==> src/hw/ssr_pkg.sv <==
// Package of constants for the serial shift and store register
package ssr_pkg;
   localparam int unsigned STAGES = 8;
   localparam logic [7:0] CHAIN_RST = 8'h00;
   localparam logic [7:0] STORE_RST = 8'h00;
   localparam int unsigned BUF_DEPTH = 2;
   localparam logic [0:0] ONE_BIT = 1'h1;
   localparam int unsigned LAST = STAGES - 1;
   localparam logic CASC_RST = 1'h0;
   localparam logic SCK_IDLE = 1'h0;
   localparam logic [0:0] PTR_RST = 1'h0;
   localparam logic [1:0] COUNT_RST = 2'h0;
   localparam logic [1:0] BUF_EMPTY = 2'h0;
   localparam logic [1:0] BUF_FULL = 2'h2;
   localparam logic [7:0] WORD_RST = 8'h00;
endpackage

==> src/hw/ssr_buf.sv <==
// Two-entry valid/ready buffer
`timescale 1ns/1ps
`default_nettype none
module ssr_buf (
   // Clock and reset
   input wire logic clk_i,
   input wire logic rstn_i,
   // Fill side
   input wire logic in_valid_i,
   output logic in_ready_o,
   input wire logic [7:0] in_data_i,
   // Drain side
   output logic out_valid_o,
   input wire logic out_ready_i,
   output logic [7:0] out_data_o
);
   logic [7:0] mem [ssr_pkg::BUF_DEPTH];
   logic [7:0] next_mem [ssr_pkg::BUF_DEPTH];
   logic [0:0] wr_ptr;
   logic [0:0] rd_ptr;
   logic [1:0] count;
   logic [0:0] next_wr_ptr;
   logic [0:0] next_rd_ptr;
   logic [1:0] next_count;
   logic push;
   logic pop;

   // Pointer step, shared by both sides
   function automatic logic [0:0] ptr_step(input logic [0:0] ptr, input logic go);
      return go ? ptr + ssr_pkg::ONE_BIT : ptr;
   endfunction

   assign in_ready_o = (count != ssr_pkg::BUF_FULL);
   assign out_valid_o = (count != ssr_pkg::BUF_EMPTY);
   assign out_data_o = mem[rd_ptr];

   always_comb begin
      push = in_valid_i && in_ready_o;
      pop = out_valid_o && out_ready_i;
      next_wr_ptr = ptr_step(wr_ptr, push);
      next_rd_ptr = ptr_step(rd_ptr, pop);
      next_count = count + {1'h0, push} - {1'h0, pop};
      next_mem = mem;
      if (push) begin
         next_mem[wr_ptr] = in_data_i;
      end
   end

   always_ff @(posedge clk_i or negedge rstn_i) begin
      if (!rstn_i) begin
         wr_ptr <= ssr_pkg::PTR_RST;
         rd_ptr <= ssr_pkg::PTR_RST;
         count <= ssr_pkg::COUNT_RST;
         for (int unsigned k = 0; k < ssr_pkg::BUF_DEPTH; k++) begin
            mem[k] <= ssr_pkg::WORD_RST;
         end
      end else begin
         wr_ptr <= next_wr_ptr;
         rd_ptr <= next_rd_ptr;
         count <= next_count;
         mem <= next_mem;
      end
   end
endmodule // ssr_buf
`default_nettype wire

==> src/hw/ssr_top.sv <==
// Serial shift and store register, 8 stages, with cascade outputs
`timescale 1ns/1ps
`default_nettype none
module ssr_top (
   // Clock and reset
   input wire logic CLK_I,
   input wire logic RSTN_I,
   // Serial link from host, taken as synchronous to CLK_I
   input wire logic SHIFT_CLOCK_IN_I,
   input wire logic SERIAL_DATA_I,
   input wire logic TRANSFER_STROBE_I,
   input wire logic OUTPUT_ENABLE_I,
   // Parallel outputs, three-state
   output logic [7:0] PARALLEL_OUT_O,
   output logic [7:0] PARALLEL_OUT_OE_N_O,
   // Cascade outputs
   output logic CASCADE_OUT_RISING_O,
   output logic CASCADE_OUT_FALLING_O,
   // Word stream of transferred words
   output logic WORD_VALID_O,
   input wire logic WORD_READY_I,
   output logic [7:0] WORD_DATA_O,
   output logic WORD_STALL_O
);
   // ------------------------------------------------------------
   // Timing at the ports
   // ------------------------------------------------------------
   // The shift clock is a level sampled on CLK_I; the CLK_I edge that first
   // sees a new level acts on it, and the outputs show the result after it.
   // Each shift clock level must stand for at least one CLK_I cycle, so at
   // most one bit enters every two CLK_I cycles.
   // The word stream cannot stall the host: a full buffer drops the word
   // from the stream, while the storage register still takes it.

   // ------------------------------------------------------------
   // Helper functions
   // ------------------------------------------------------------
   // A sample at level lvl after a sample at the other level marks an edge
   function automatic logic edge_to(input logic cur, input logic prev, input logic lvl);
      logic at_lvl;
      logic was_other;
      at_lvl = (cur == lvl);
      was_other = (prev != lvl);
      return at_lvl && was_other;
   endfunction

   // Every stage takes the bit of the stage below, the serial bit enters stage one
   function automatic logic [7:0] shift_once(input logic [7:0] cur, input logic din);
      logic [7:0] res;
      res[0] = din;
      for (int unsigned k = 1; k < ssr_pkg::STAGES; k++) begin
         res[k] = cur[k-1];
      end
      return res;
   endfunction

   // Active-low enable for every parallel pin, low while the pins are driven
   function automatic logic [7:0] enable_mask(input logic oe);
      logic [7:0] res;
      for (int unsigned k = 0; k < ssr_pkg::STAGES; k++) begin
         res[k] = !oe;
      end
      return res;
   endfunction

   // Bit of the last stage, fed to both cascade paths
   function automatic logic last_bit(input logic [7:0] cur);
      return cur[ssr_pkg::LAST];
   endfunction

   // ------------------------------------------------------------
   // Edge detection of the shift clock
   // ------------------------------------------------------------
   // The last sample resets to the idle level, so reset brings no false edge
   logic clk_prev;
   logic next_clk_prev;
   logic rise;
   logic fall;

   always_comb begin
      rise = edge_to(SHIFT_CLOCK_IN_I, clk_prev, 1'h1);
      fall = edge_to(SHIFT_CLOCK_IN_I, clk_prev, 1'h0);
      next_clk_prev = SHIFT_CLOCK_IN_I;
   end

   always_ff @(posedge CLK_I or negedge RSTN_I) begin
      if (!RSTN_I) begin
         clk_prev <= ssr_pkg::SCK_IDLE;
      end else begin
         clk_prev <= next_clk_prev;
      end
   end

   // ------------------------------------------------------------
   // Shift chain
   // ------------------------------------------------------------
   // Moves on every rise, whatever strobe and enable do; stage seven feeds stage eight
   logic [7:0] chain;
   logic [7:0] next_chain;

   always_comb begin
      next_chain = chain;
      if (rise) begin
         next_chain = shift_once(chain, SERIAL_DATA_I);
      end
   end

   always_ff @(posedge CLK_I or negedge RSTN_I) begin
      if (!RSTN_I) begin
         chain <= ssr_pkg::CHAIN_RST;
      end else begin
         chain <= next_chain;
      end
   end

   // ------------------------------------------------------------
   // Storage register
   // ------------------------------------------------------------
   // Takes the shifted chain in the same cycle, so a strobed rise shows at once
   logic [7:0] store;
   logic [7:0] next_store;

   always_comb begin
      next_store = store;
      if (TRANSFER_STROBE_I) begin
         next_store = next_chain;
      end
   end

   always_ff @(posedge CLK_I or negedge RSTN_I) begin
      if (!RSTN_I) begin
         store <= ssr_pkg::STORE_RST;
      end else begin
         store <= next_store;
      end
   end

   // ------------------------------------------------------------
   // Falling-edge cascade stage
   // ------------------------------------------------------------
   // Half a shift period behind the last stage, for a follower with a slow clock
   logic casc_fall;
   logic next_casc_fall;

   always_comb begin
      next_casc_fall = casc_fall;
      if (fall) begin
         next_casc_fall = last_bit(chain);
      end
   end

   always_ff @(posedge CLK_I or negedge RSTN_I) begin
      if (!RSTN_I) begin
         casc_fall <= ssr_pkg::CASC_RST;
      end else begin
         casc_fall <= next_casc_fall;
      end
   end

   // ------------------------------------------------------------
   // Word stream
   // ------------------------------------------------------------
   // One word per strobed rise while the buffer has room, carrying the new storage register value
   logic push_word;
   logic buf_ready;

   always_comb begin
      push_word = rise && TRANSFER_STROBE_I;
   end

   ssr_buf u_buf (
      .clk_i(CLK_I),
      .rstn_i(RSTN_I),
      .in_valid_i(push_word),
      .in_ready_o(buf_ready),
      .in_data_i(next_store),
      .out_valid_o(WORD_VALID_O),
      .out_ready_i(WORD_READY_I),
      .out_data_o(WORD_DATA_O)
   );

   // ------------------------------------------------------------
   // Stall output
   // ------------------------------------------------------------
   // High while the buffer holds two words
   always_comb begin
      WORD_STALL_O = !buf_ready;
   end

   // ------------------------------------------------------------
   // Parallel outputs
   // ------------------------------------------------------------
   // Releasing the pins never touches the storage register
   always_comb begin
      PARALLEL_OUT_O = store;
      PARALLEL_OUT_OE_N_O = enable_mask(OUTPUT_ENABLE_I);
   end

   // ------------------------------------------------------------
   // Cascade outputs
   // ------------------------------------------------------------
   // The rising output is the last stage itself
   always_comb begin
      CASCADE_OUT_RISING_O = last_bit(chain);
      CASCADE_OUT_FALLING_O = casc_fall;
   end

endmodule // ssr_top
`default_nettype wire

==> config.mk <==
export PLATFORM = sky130hd
export DESIGN_NAME = ssr_top
export DESIGN_NICKNAME = d
export VERILOG_FILES = /design/src/hw/ssr_pkg.sv /design/src/hw/ssr_buf.sv /design/src/hw/ssr_top.sv
export SDC_FILE = /design/constraint.sdc
export NUM_CORES = 1
export LEC_CHECK = 0
export ABC_AREA = 1
export BUFFER_PORTS_ARGS = -buffer_cell sky130_fd_sc_hd__buf_2
export CAP_MARGIN = 20
export CORE_AREA = 2 2 64 66
export DETAILED_ROUTE_END_ITERATION = 12
export DIE_AREA = 0 0 66 68
export PLACE_DENSITY_LB_ADDON = 0.25
export SLEW_MARGIN = 40
export SYNTH_ARGS = -nofsm -noshare
export SYNTH_HDL_FRONTEND = slang
export SYNTH_SLANG_ARGS = --single-unit
==> constraint.sdc <==
create_clock -name CLK_I -period 2 [get_ports CLK_I]
set_input_delay 0.2 -clock CLK_I [delete_from_list [all_inputs] [get_ports CLK_I]]
set_output_delay 0.2 -clock CLK_I [all_outputs]
set_load 0.01 [all_outputs]
==> results.yml, run 1 <==
sta:
  relSlewSlack: 0.7594
  period_minus_slack_ns: 1.570
  report.final.slew_viol_count: 0
  worst_pin_slew_ns: 0.3609
  final.setup.tns_ns: 0
  rsz0062_at_grt: "no"
  min_period_over_period: 0.7848
  setup_violations: 0
  hold_viol_final: 0
  fmax_mhz: 637.1
  hold_ws_ns: 0.1648
  fin_skew_ns: 0.005800
layout:
  layout_common_cells: "93 x nand2_1, 38 x dfrtp_1, 34 x buf_2"
  final_common_cell: "nand2_1"
  ff_latch_area_um2: 950.9
  finalCoreUtilization: 0.5350
  n_fill_cell: 373
  drive_above_1_share: 0.2562
  multiInputGateArea_um2: 683.2
  antenna_cells: 0
  syn2layout_area_growth_pct: 14.43
  fin_nets: 250
clock_tree:
  cts_root_buffer: "clkbuf_8"
  tritoncts: "yes"
  cts_setup_buffers: 0
  numCtsBuffers: 5
  clk-insertion-delay-late_ns: 0.29
  clockBufferDepth: 2
  cts_max_level: 2
  cts.sinks: 38
  path_clk_slew_ns: 0.07
status:
  status: "finished clean"
logic_synthesis:
  syn_nets: 216
  yosys.cell_types.count: 25
  synthDominantCellAreaShare: 0.5274
  yosys.area.top_type: "dfrtp_1"
  synth.area.top_cells: "dfrtp_1 53%, nand2_1 19%, nand3_1 4.4%"
  yosysWarnings: 0
  ys_seq_elements: 38
  synth_area_um2: 1803
  syn_inst: 208
  seq_area_frac_synth: 0.5274
  postSynthAreaPerCell_um2: 8.668
critical_path:
  cpPeakStageDelay_ns: 0.43
  cp_cell_sequence: "or2_2 -> nand2_1 -> inv_1 -> ha_1 -> xnor2_1 -> o21bai_1 -> nand2_1"
  crit_path_start_kind: "flop"
  critPathArrivalTime_ns: 1.75
  critical-path-top-delay-family: "simple AND/OR/NAND/NOR gates"
  timing.critical_path.mode_cell: "nand2_1"
  r2r_cells: 7
  crit_path_end_kind: "flop"
  cp_max_fo: 3
  path_buf_inv: 1
  cp_slowest_cell: "dfrtp_1"
  path_class: "flop to flop"
  r2r_start: "u_buf.count[1]"
  crit_required_ns: 2.18
  regToRegSetupSlack_ns: 0.43
  r2r_end: "u_buf.count[1]"
drt:
  viasPerCell: 4.490
  routed_wl_mm: 3.335
  detail_route.wl_per_cell_um: 11.42
  drc_errors: 0
  ant_nets: 0
  drt_first_pass_iters: 4
  vias: 1311
  drtIter0Drc: 77
global_routing:
  grt_max_degree: 16
  grt_use_total: 0.1687
  grt_pass1_vias: 1229
  grt_pass1_wl_mm: 5.437
  grt_antenna_before_repair: 0
  grt_remaining_overflow: 0
floorplanning:
  die_x_um: 66
  num_io_pins: 35
  design.die.area_um2: 4488
  die_h_um: 68
  core_um2: 3856
  start_util: 0.4676
  rows: 23
placed_design:
  place.gp.congestion: 0.7419
  dpl.hpwl_mm: 2.388
  place.port_buffers: 34
worst_hold_path:
  min_path_cells: 1
  hold_class: "input port to flop"
  hp-start: "SHIFT_CLOCK_IN_I"
  min_to: "clk_prev"
flow_run:
  max-cap-violations: 0
pwr:
  p_per_area_nw_per_um2: 1274
  p_leak_nw: 1.130
  vdd_ir_drop_max_v: 0.0005451
## synth_stat cells, drive strengths merged
library cell and n:
nand4 2, nand2 103, o21ai 1, and2 8
nand3 17, xnor2 1, clkinv 4, o31ai 1
nor2 1, inv 16, o21bai 1, or2 1
ha 1, xor2 2, dfrtp 38, buf 11
## layer usage
| metal | part of all wire | wire length [um] | track usage | vias up |
|---|---|---|---|---|
| li1 | - | - | - | 693 |
| met1 | 0.50 | 1683 | 0.2111 | 579 |
| met2 | 0.43 | 1420 | 0.2601 | 33 |
| met3 | 0.053 | 178 | 0.06086 | 6 |
| met4 | 0.016 | 53 | 0.08418 | 0 |
| met5 | 0 | 0 | 0 | - |
## power breakdown
| part | switching, mW | internal, mW |
|---|---|---|
| clock network | 0.245 | 0.240 |
| logic | 0.584 | 0.394 |
| registers | 0.138 | 1.03 |
| total | 0.967 | 1.66 |
## stage by stage
step	instances	power [mW]	cell area (um^2)	worst slack (ns)
after CTS	292	2.673	2063	0.4155
after detailed placement	284	2.168	1977	0.4323
after floorplan	208	1.847	1803	0.4812
after global routing	292	2.849	2063	0.3297
after global placement	284	2.155	1977	0.4668
final	292	2.628	2063	0.4305
## logic make-up (layout without fill, tap and decap cells)
family | Yosys count | after routing | synth area share
adder cells (fa/ha/maj) | 1 | 1 | 0.006939
AND/OR/NAND/NOR | 132 | 132 | 0.3463
buffers and inverters | 31 | 65 | 0.09368
AO/OA/AOI/OAI | 3 | 3 | 0.01110
XOR/XNOR | 3 | 3 | 0.01458
flip-flops | 38 | 38 | 0.5274
## sequential cells by signal, indices dropped and copies added (netlist names)
name / flops
u_buf.mem: 16
PARALLEL_OUT_O: 8
chain: 8
u_buf.count: 2
CASCADE_OUT_FALLING_O: 1
clk_prev: 1
u_buf.rd_ptr: 1
u_buf.wr_ptr: 1
## repair_timing
action / in CTS / in global routing
gates resized for setup: 0 / 0
hold endpoints to repair: 13 / 0
hold buffers: 1 / 0
## worst max path at each step
stage / start / end / slack (ns) / cells past startpoint
global placement: u_buf.count[1] / u_buf.count[1] / 0.47 / 7
global route: u_buf.count[1] / u_buf.count[1] / 0.33 / 7
CTS: u_buf.count[1] / u_buf.count[1] / 0.42 / 7
finish: u_buf.count[1] / u_buf.count[1] / 0.43 / 7
detailed placement: u_buf.count[1] / u_buf.count[1] / 0.43 / 7
floorplan: u_buf.count[1] / u_buf.count[1] / 0.48 / 6
## area by class of cell
cell class | count | share of cell area
flip-flops and latches | 38 | 0.4609
multi-input cells | 139 | 0.3311
repair buffers | 38 | 0.09824
inverters | 20 | 0.04245
clock buffers | 7 | 0.03699
well taps | 50 | 0.03032
Power figures use the tool's default switching activity.
==> run 2, diff against run 1 <==
Settings changed: ABC_AREA 1 to 0.
Clock period 2 ns to 1.25 ns, I/O delays scaled along.
==> results.yml, run 2 <==
layout:
  syn2layout_area_growth_pct: 33.02
  drive_above_1_share: 0.7160
  finalCoreUtilization: 0.6064
  fin_nets: 169
  antenna_cells: 0
  largest_reg_flops: 16
  final_common_cell: "dfrtp_1"
  layout_common_cells: "38 x dfrtp_1, 33 x mux2_4, 26 x buf_2"
  regMostFlops: "u_buf.mem"
  final_cell_area_um2: 2338
drt:
  drtIter0Drc: 40
  ant_nets: 0
  drc_errors: 0
  viasPerCell: 4.745
  detail_route.wl_per_cell_um: 15.40
  drt_first_pass_iters: 4
  routed_wl_mm: 3.265
  vias: 1006
logic_synthesis:
  synth_area_um2: 1758
  yosysMostFrequentCell: "dfrtp_1"
  ys.flop_type: "dfrtp_1"
  postSynthAreaPerCell_um2: 16.28
  yosysWarnings: 0
  yosys.cell_types.count: 20
  synthDominantCellAreaShare: 0.5409
  yosys.area.top_type: "dfrtp_1"
  async_flop_share: 1.000
  ys_seq_elements: 38
  synth_enable_flop_cells: 0
  yosys-top-cells-count: "38 x dfrtp_1, 23 x mux2_4, 18 x mux2_2"
  synth.area.top_cells: "dfrtp_1 54%, mux2_4 20%, mux2_2 12%"
  syn_inst: 108
  seq_area_frac_synth: 0.5409
  syn_nets: 116
sta:
  min_period_over_period: 1.172
  hold_viol_final: 0
  relSlewSlack: 0.6853
  fin_skew_ns: 0.008531
  hold_ws_ns: 0.05381
  rsz0062_at_grt: "yes"
  fmax_mhz: 682.3
  period_minus_slack_ns: 1.466
  report.final.slew_viol_count: 0
  setup_violations: 38
  worst_pin_slew_ns: 0.4721
  setup_ws_ns: -0.2156
pwr:
  p_per_area_nw_per_um2: 2570
  vdd_ir_drop_max_v: 0.001266
  p_leak_nw: 1.184
  power.total_mw: 6.009
global_routing:
  grt_remaining_overflow: 0
  use_met1: 0.2184
  grt_use_total: 0.1646
  use_met3: 0.05428
  grt_max_degree: 39
  grt_pass1_wl_mm: 5.388
  gr-max-usage-layer: "met2"
  grtUsageMet2: 0.2614
  grt_antenna_before_repair: 0
  grt_pass1_vias: 1101
clock_tree:
  path_clk_slew_ns: 0.08
  cts_max_level: 2
  tritoncts: "yes"
  clk-insertion-delay-late_ns: 0.29
  clockBufferDepth: 2
  cts.sinks: 38
  cts_root_buffer: "clkbuf_8"
  numCtsBuffers: 5
floorplanning:
  die_x_um: 66
  core_um2: 3856
  design.die.area_um2: 4488
  die_h_um: 68
  rows: 23
  num_io_pins: 35
  start_util: 0.4559
placed_design:
  dpl.hpwl_mm: 2.185
  dpl-instance-area_um2: 2036
  place.port_buffers: 34
  place.gp.congestion: 0.7476
  pre_cts_ws_ns: -0.2232
critical_path:
  cpPeakStageDelay_ns: 0.39
  critPathArrivalTime_ns: 1.65
  crit_path_start_kind: "flop"
  path_class: "flop to flop"
  cp_cell_sequence: "or2_4 -> and2_4 -> ha_4 -> buf_4 -> buf_6 -> xnor2_2"
  crit_required_ns: 1.43
  cp_slowest_cell: "dfrtp_1"
  cp-startpoint: "u_buf.count[1]"
  cp_max_fo: 2
  crit_path_end_kind: "flop"
  r2r_start: "u_buf.count[1]"
flow_run:
  max-cap-violations: 0
status:
  violations: "setup timing"
  status: "complete, but fails checks"
worst_hold_path:
  hold_class: "input port to flop"
  hp-start: "SHIFT_CLOCK_IN_I"
run 2: cell types whose count changed after synthesis, moves of 7 or more:
cell     previous run  this run
nand2_1            93         0
mux2_4              0        23
mux2_2              0        18
nand3_1            16         0
inv_1              14         3
nand2_2             8         0
and2_1              8         1
run 2: per-stage QoR:
stage               setup TNS, ns  cells
floorplan                  -2.780    108
global placement           -3.818    195
detailed placement         -4.420    195
CTS                        -5.863    209
global route               -7.842    212
finish                     -5.942    212
run 2: repair_timing:
action	4_1_cts	5_1_grt
pin swaps	4	2
gates resized for setup	24	3
setup endpoints to repair	36	38
endpoints found under the hold margin	38	0
setup buffers	5	3
hold buffers	1	0
run 2: final cells by class:
| class | count | area [um^2] |
|---|---|---|
| timing repair buffer | 57 | 426.7 |
| clock buffer | 5 | 68.82 |
| tap | 50 | 62.56 |
| sequential | 38 | 950.9 |
| multi-input combinational | 56 | 778.2 |
| fill | 300 | 1518 |
| clock inverter | 3 | 40.04 |
| inverter | 3 | 11.26 |
run 2: final timing paths:
check                                        end  slack [ns]  depth (start not counted)
setup / recovery                  u_buf.count[0]       -0.22                          6
hold / removal                          clk_prev        0.05                          2
setup reg to reg                  u_buf.count[0]       -0.22                          6
hold reg to reg            CASCADE_OUT_FALLING_O        0.50                          1
min in group asynchronous           u_buf.mem[1]        0.41                          3
max in group asynchronous           u_buf.wr_ptr        0.52                          3
run 2: worst max-delay path: cells and delay by family, from the launching register on:
family | cells | cell delay [ns]
flip-flops | 1 | 0.39
adder cells (fa/ha/maj) | 1 | 0.21
AND/OR/NAND/NOR | 2 | 0.40
XOR/XNOR | 1 | 0.11
buffers and inverters | 2 | 0.24
run 2: power by group:
part | switching (mW) | internal [mW]
clock | 0.422 | 0.587
combinational | 1.03 | 1.87
sequential | 0.326 | 1.78
run 2: per-layer routing:
layer / part of all wire / up-vias / routed length (um)
met5: 0 / - / 0
met4: 0.0055 / 0 / 18
met3: 0.049 / 2 / 159
met2: 0.49 / 30 / 1616
met1: 0.45 / 509 / 1471
li1: - / 465 / -
run 2: logic make-up (layout without fill, tap and decap cells):
kind of cell	Yosys count	after routing	share of synthesized area
DFF	38	38	0.5409
adders and majority gates	1	1	0.007116
xor gates and xnor gates	5	5	0.02492
buffers and inverters	14	68	0.05979
and+or+nand+nor	9	9	0.05552
muxes	41	41	0.3117
==> run 3, diff against run 2 <==
Settings changed: CORE_AREA 2 2 64 66 to 2 2 63 65, DIE_AREA 0 0 66 68 to 0 0 65 67.
Clock period 1.25 ns to 1.85 ns, I/O delays scaled along.
==> results.yml, run 3 (synthesized netlist as in run 2, its figures left out) <==
layout:
  ff_latch_area_um2: 950.9
  n_fill_cell: 296
  regMostFlops: "u_buf.mem"
  syn2layout_area_growth_pct: 16.73
  drive_above_1_share: 0.6434
  final_cell_area_um2: 2052
  fin_cells: 191
  largest_reg_flops: 16
  layout_common_cells: "38 x dfrtp_1, 33 x buf_2, 23 x mux2_4"
  finalCoreUtilization: 0.5690
  final_common_cell: "dfrtp_1"
  multiInputGateArea_um2: 701.9
  antenna_cells: 0
  fin_nets: 150
global_routing:
  grt_antenna_before_repair: 0
  grt_remaining_overflow: 0
  grt_max_degree: 39
  grt_pass1_wl_mm: 4.705
  grt_pass1_vias: 981
  grt_use_total: 0.1497
placed_design:
  place.gp.congestion: 0.6807
  dpl.cell_count: 182
  dpl-instance-area_um2: 1929
  dpl.hpwl_mm: 1.979
  place.port_buffers: 34
sta:
  worst_pin_slew_ns: 0.4625
  hold_viol_final: 0
  setup_violations: 0
  relSlewSlack: 0.6917
  period_minus_slack_ns: 1.749
  final.setup.tns_ns: 0
  rsz0062_at_grt: "no"
  min_period_over_period: 0.9454
  fin_skew_ns: 0.002099
  fmax_mhz: 571.8
  hold_ws_ns: 0.04275
  report.final.slew_viol_count: 0
critical_path:
  crit_path_start_kind: "flop"
  path_class: "flop to flop"
  r2r_start: "u_buf.count[1]"
  crit_required_ns: 2.02
  critPathArrivalTime_ns: 1.91
  crit_path_end_kind: "flop"
  cp_max_fo: 3
  cp-startpoint: "u_buf.count[1]"
pwr:
  comb_power_share: 0.385
  swShare: 0.2994
  pwr-share-clk: 0.189
  vdd_ir_drop_max_v: 0.0007276
  p_leak_nw: 1.029
  pwr-share-seq: 0.426
  power.internal_mw: 2.365
  p_per_area_nw_per_um2: 1645
  p_switching_mw: 1.011
drt:
  vias: 926
  drt_first_pass_iters: 3
  drc_errors: 0
  wl_met1_mm: 1.256
  routed_wl_mm: 2.817
  ant_nets: 0
  dr_wl_met3_um: 167
  wl_met2_mm: 1.347
  drtIter0Drc: 39
  viasPerCell: 4.848
  detail_route.wl_per_cell_um: 14.75
  dr.max_layer_used: "met4"
clock_tree:
  numCtsBuffers: 5
  tritoncts: "yes"
  cts.sinks: 38
  clockBufferDepth: 2
  clk-insertion-delay-late_ns: 0.28
  path_clk_slew_ns: 0.07
  cts_root_buffer: "clkbuf_8"
  cts_max_level: 2
  ctsResizeCount: 0
floorplanning:
  design.die.area_um2: 4355
  num_io_pins: 35
  die_x_um: 65
  rows: 22
  die_h_um: 67
  start_util: 0.4875
  core_um2: 3606
flow_run:
  max-cap-violations: 0
worst_hold_path:
  hold_class: "input port to flop"
  hp-start: "SHIFT_CLOCK_IN_I"
status:
  status: "finished clean"
==> run 3: through the flow <==
| step | worst slack, ns | total power [mW] |
|---|---|---|
| global placement | 0.2063 | 2.716 |
| detailed placement | 0.1228 | 2.774 |
| CTS | 0.1107 | 3.432 |
| finish | 0.1010 | 3.376 |
| global route | 0.005813 | 3.618 |
| floorplan | 0.1760 | 2.364 |
==> run 3: final cells by class <==
| class | count | share of cell area |
|---|---|---|
| repair buffers | 38 | 0.1061 |
| flip-flops and latches | 38 | 0.4634 |
| inverters | 3 | 0.005488 |
| well taps | 48 | 0.02927 |
| multi-input cells | 56 | 0.3421 |
| clock buffers | 8 | 0.05366 |
==> run 3: final timing paths <==
| kind | to | slack, ns | cells past startpoint |
|---|---|---|---|
| min reg2reg | u_buf.wr_ptr | 0.49 | 1 |
| min in group asynchronous | u_buf.mem[15] | 0.40 | 2 |
| max | u_buf.count[1] | 0.10 | 5 |
| max reg2reg | u_buf.count[1] | 0.10 | 5 |
| min | clk_prev | 0.04 | 1 |
| max in group asynchronous | u_buf.mem[12] | 1.13 | 2 |
==> run 3: power groups by stage <==
stage	combinational, mW	clock, mW	sequential [mW]
after floorplan	0.953	0	1.41
after global placement	1.28	0	1.44
after detailed placement	1.31	0	1.46
after CTS	1.32	0.662	1.45
after global routing	1.42	0.712	1.49
final	1.30	0.638	1.44
==> run 3: worst max-delay path: stages, from the launching register on <==
cell	delay [ns]
dfrtp_1	0.43
or2_2	0.31
and2_1	0.19
ha_1	0.33
nand4b_1	0.22
xnor2_1	0.15
==> run 3: timing repair <==
action	4_1_cts	5_1_grt
setup endpoints to repair	0	0
buffers inserted	0	0
hold buffers	0	1
endpoints found under the hold margin	0	38
==> run 3: layer usage <==
| layer | vias up | global-route usage |
|---|---|---|
| met1 | 459 | 0.1833 |
| li1 | 432 | - |
| met4 | 0 | 0.07181 |
| met5 | - | 0 |
| met3 | 5 | 0.04223 |
| met2 | 30 | 0.2436 |
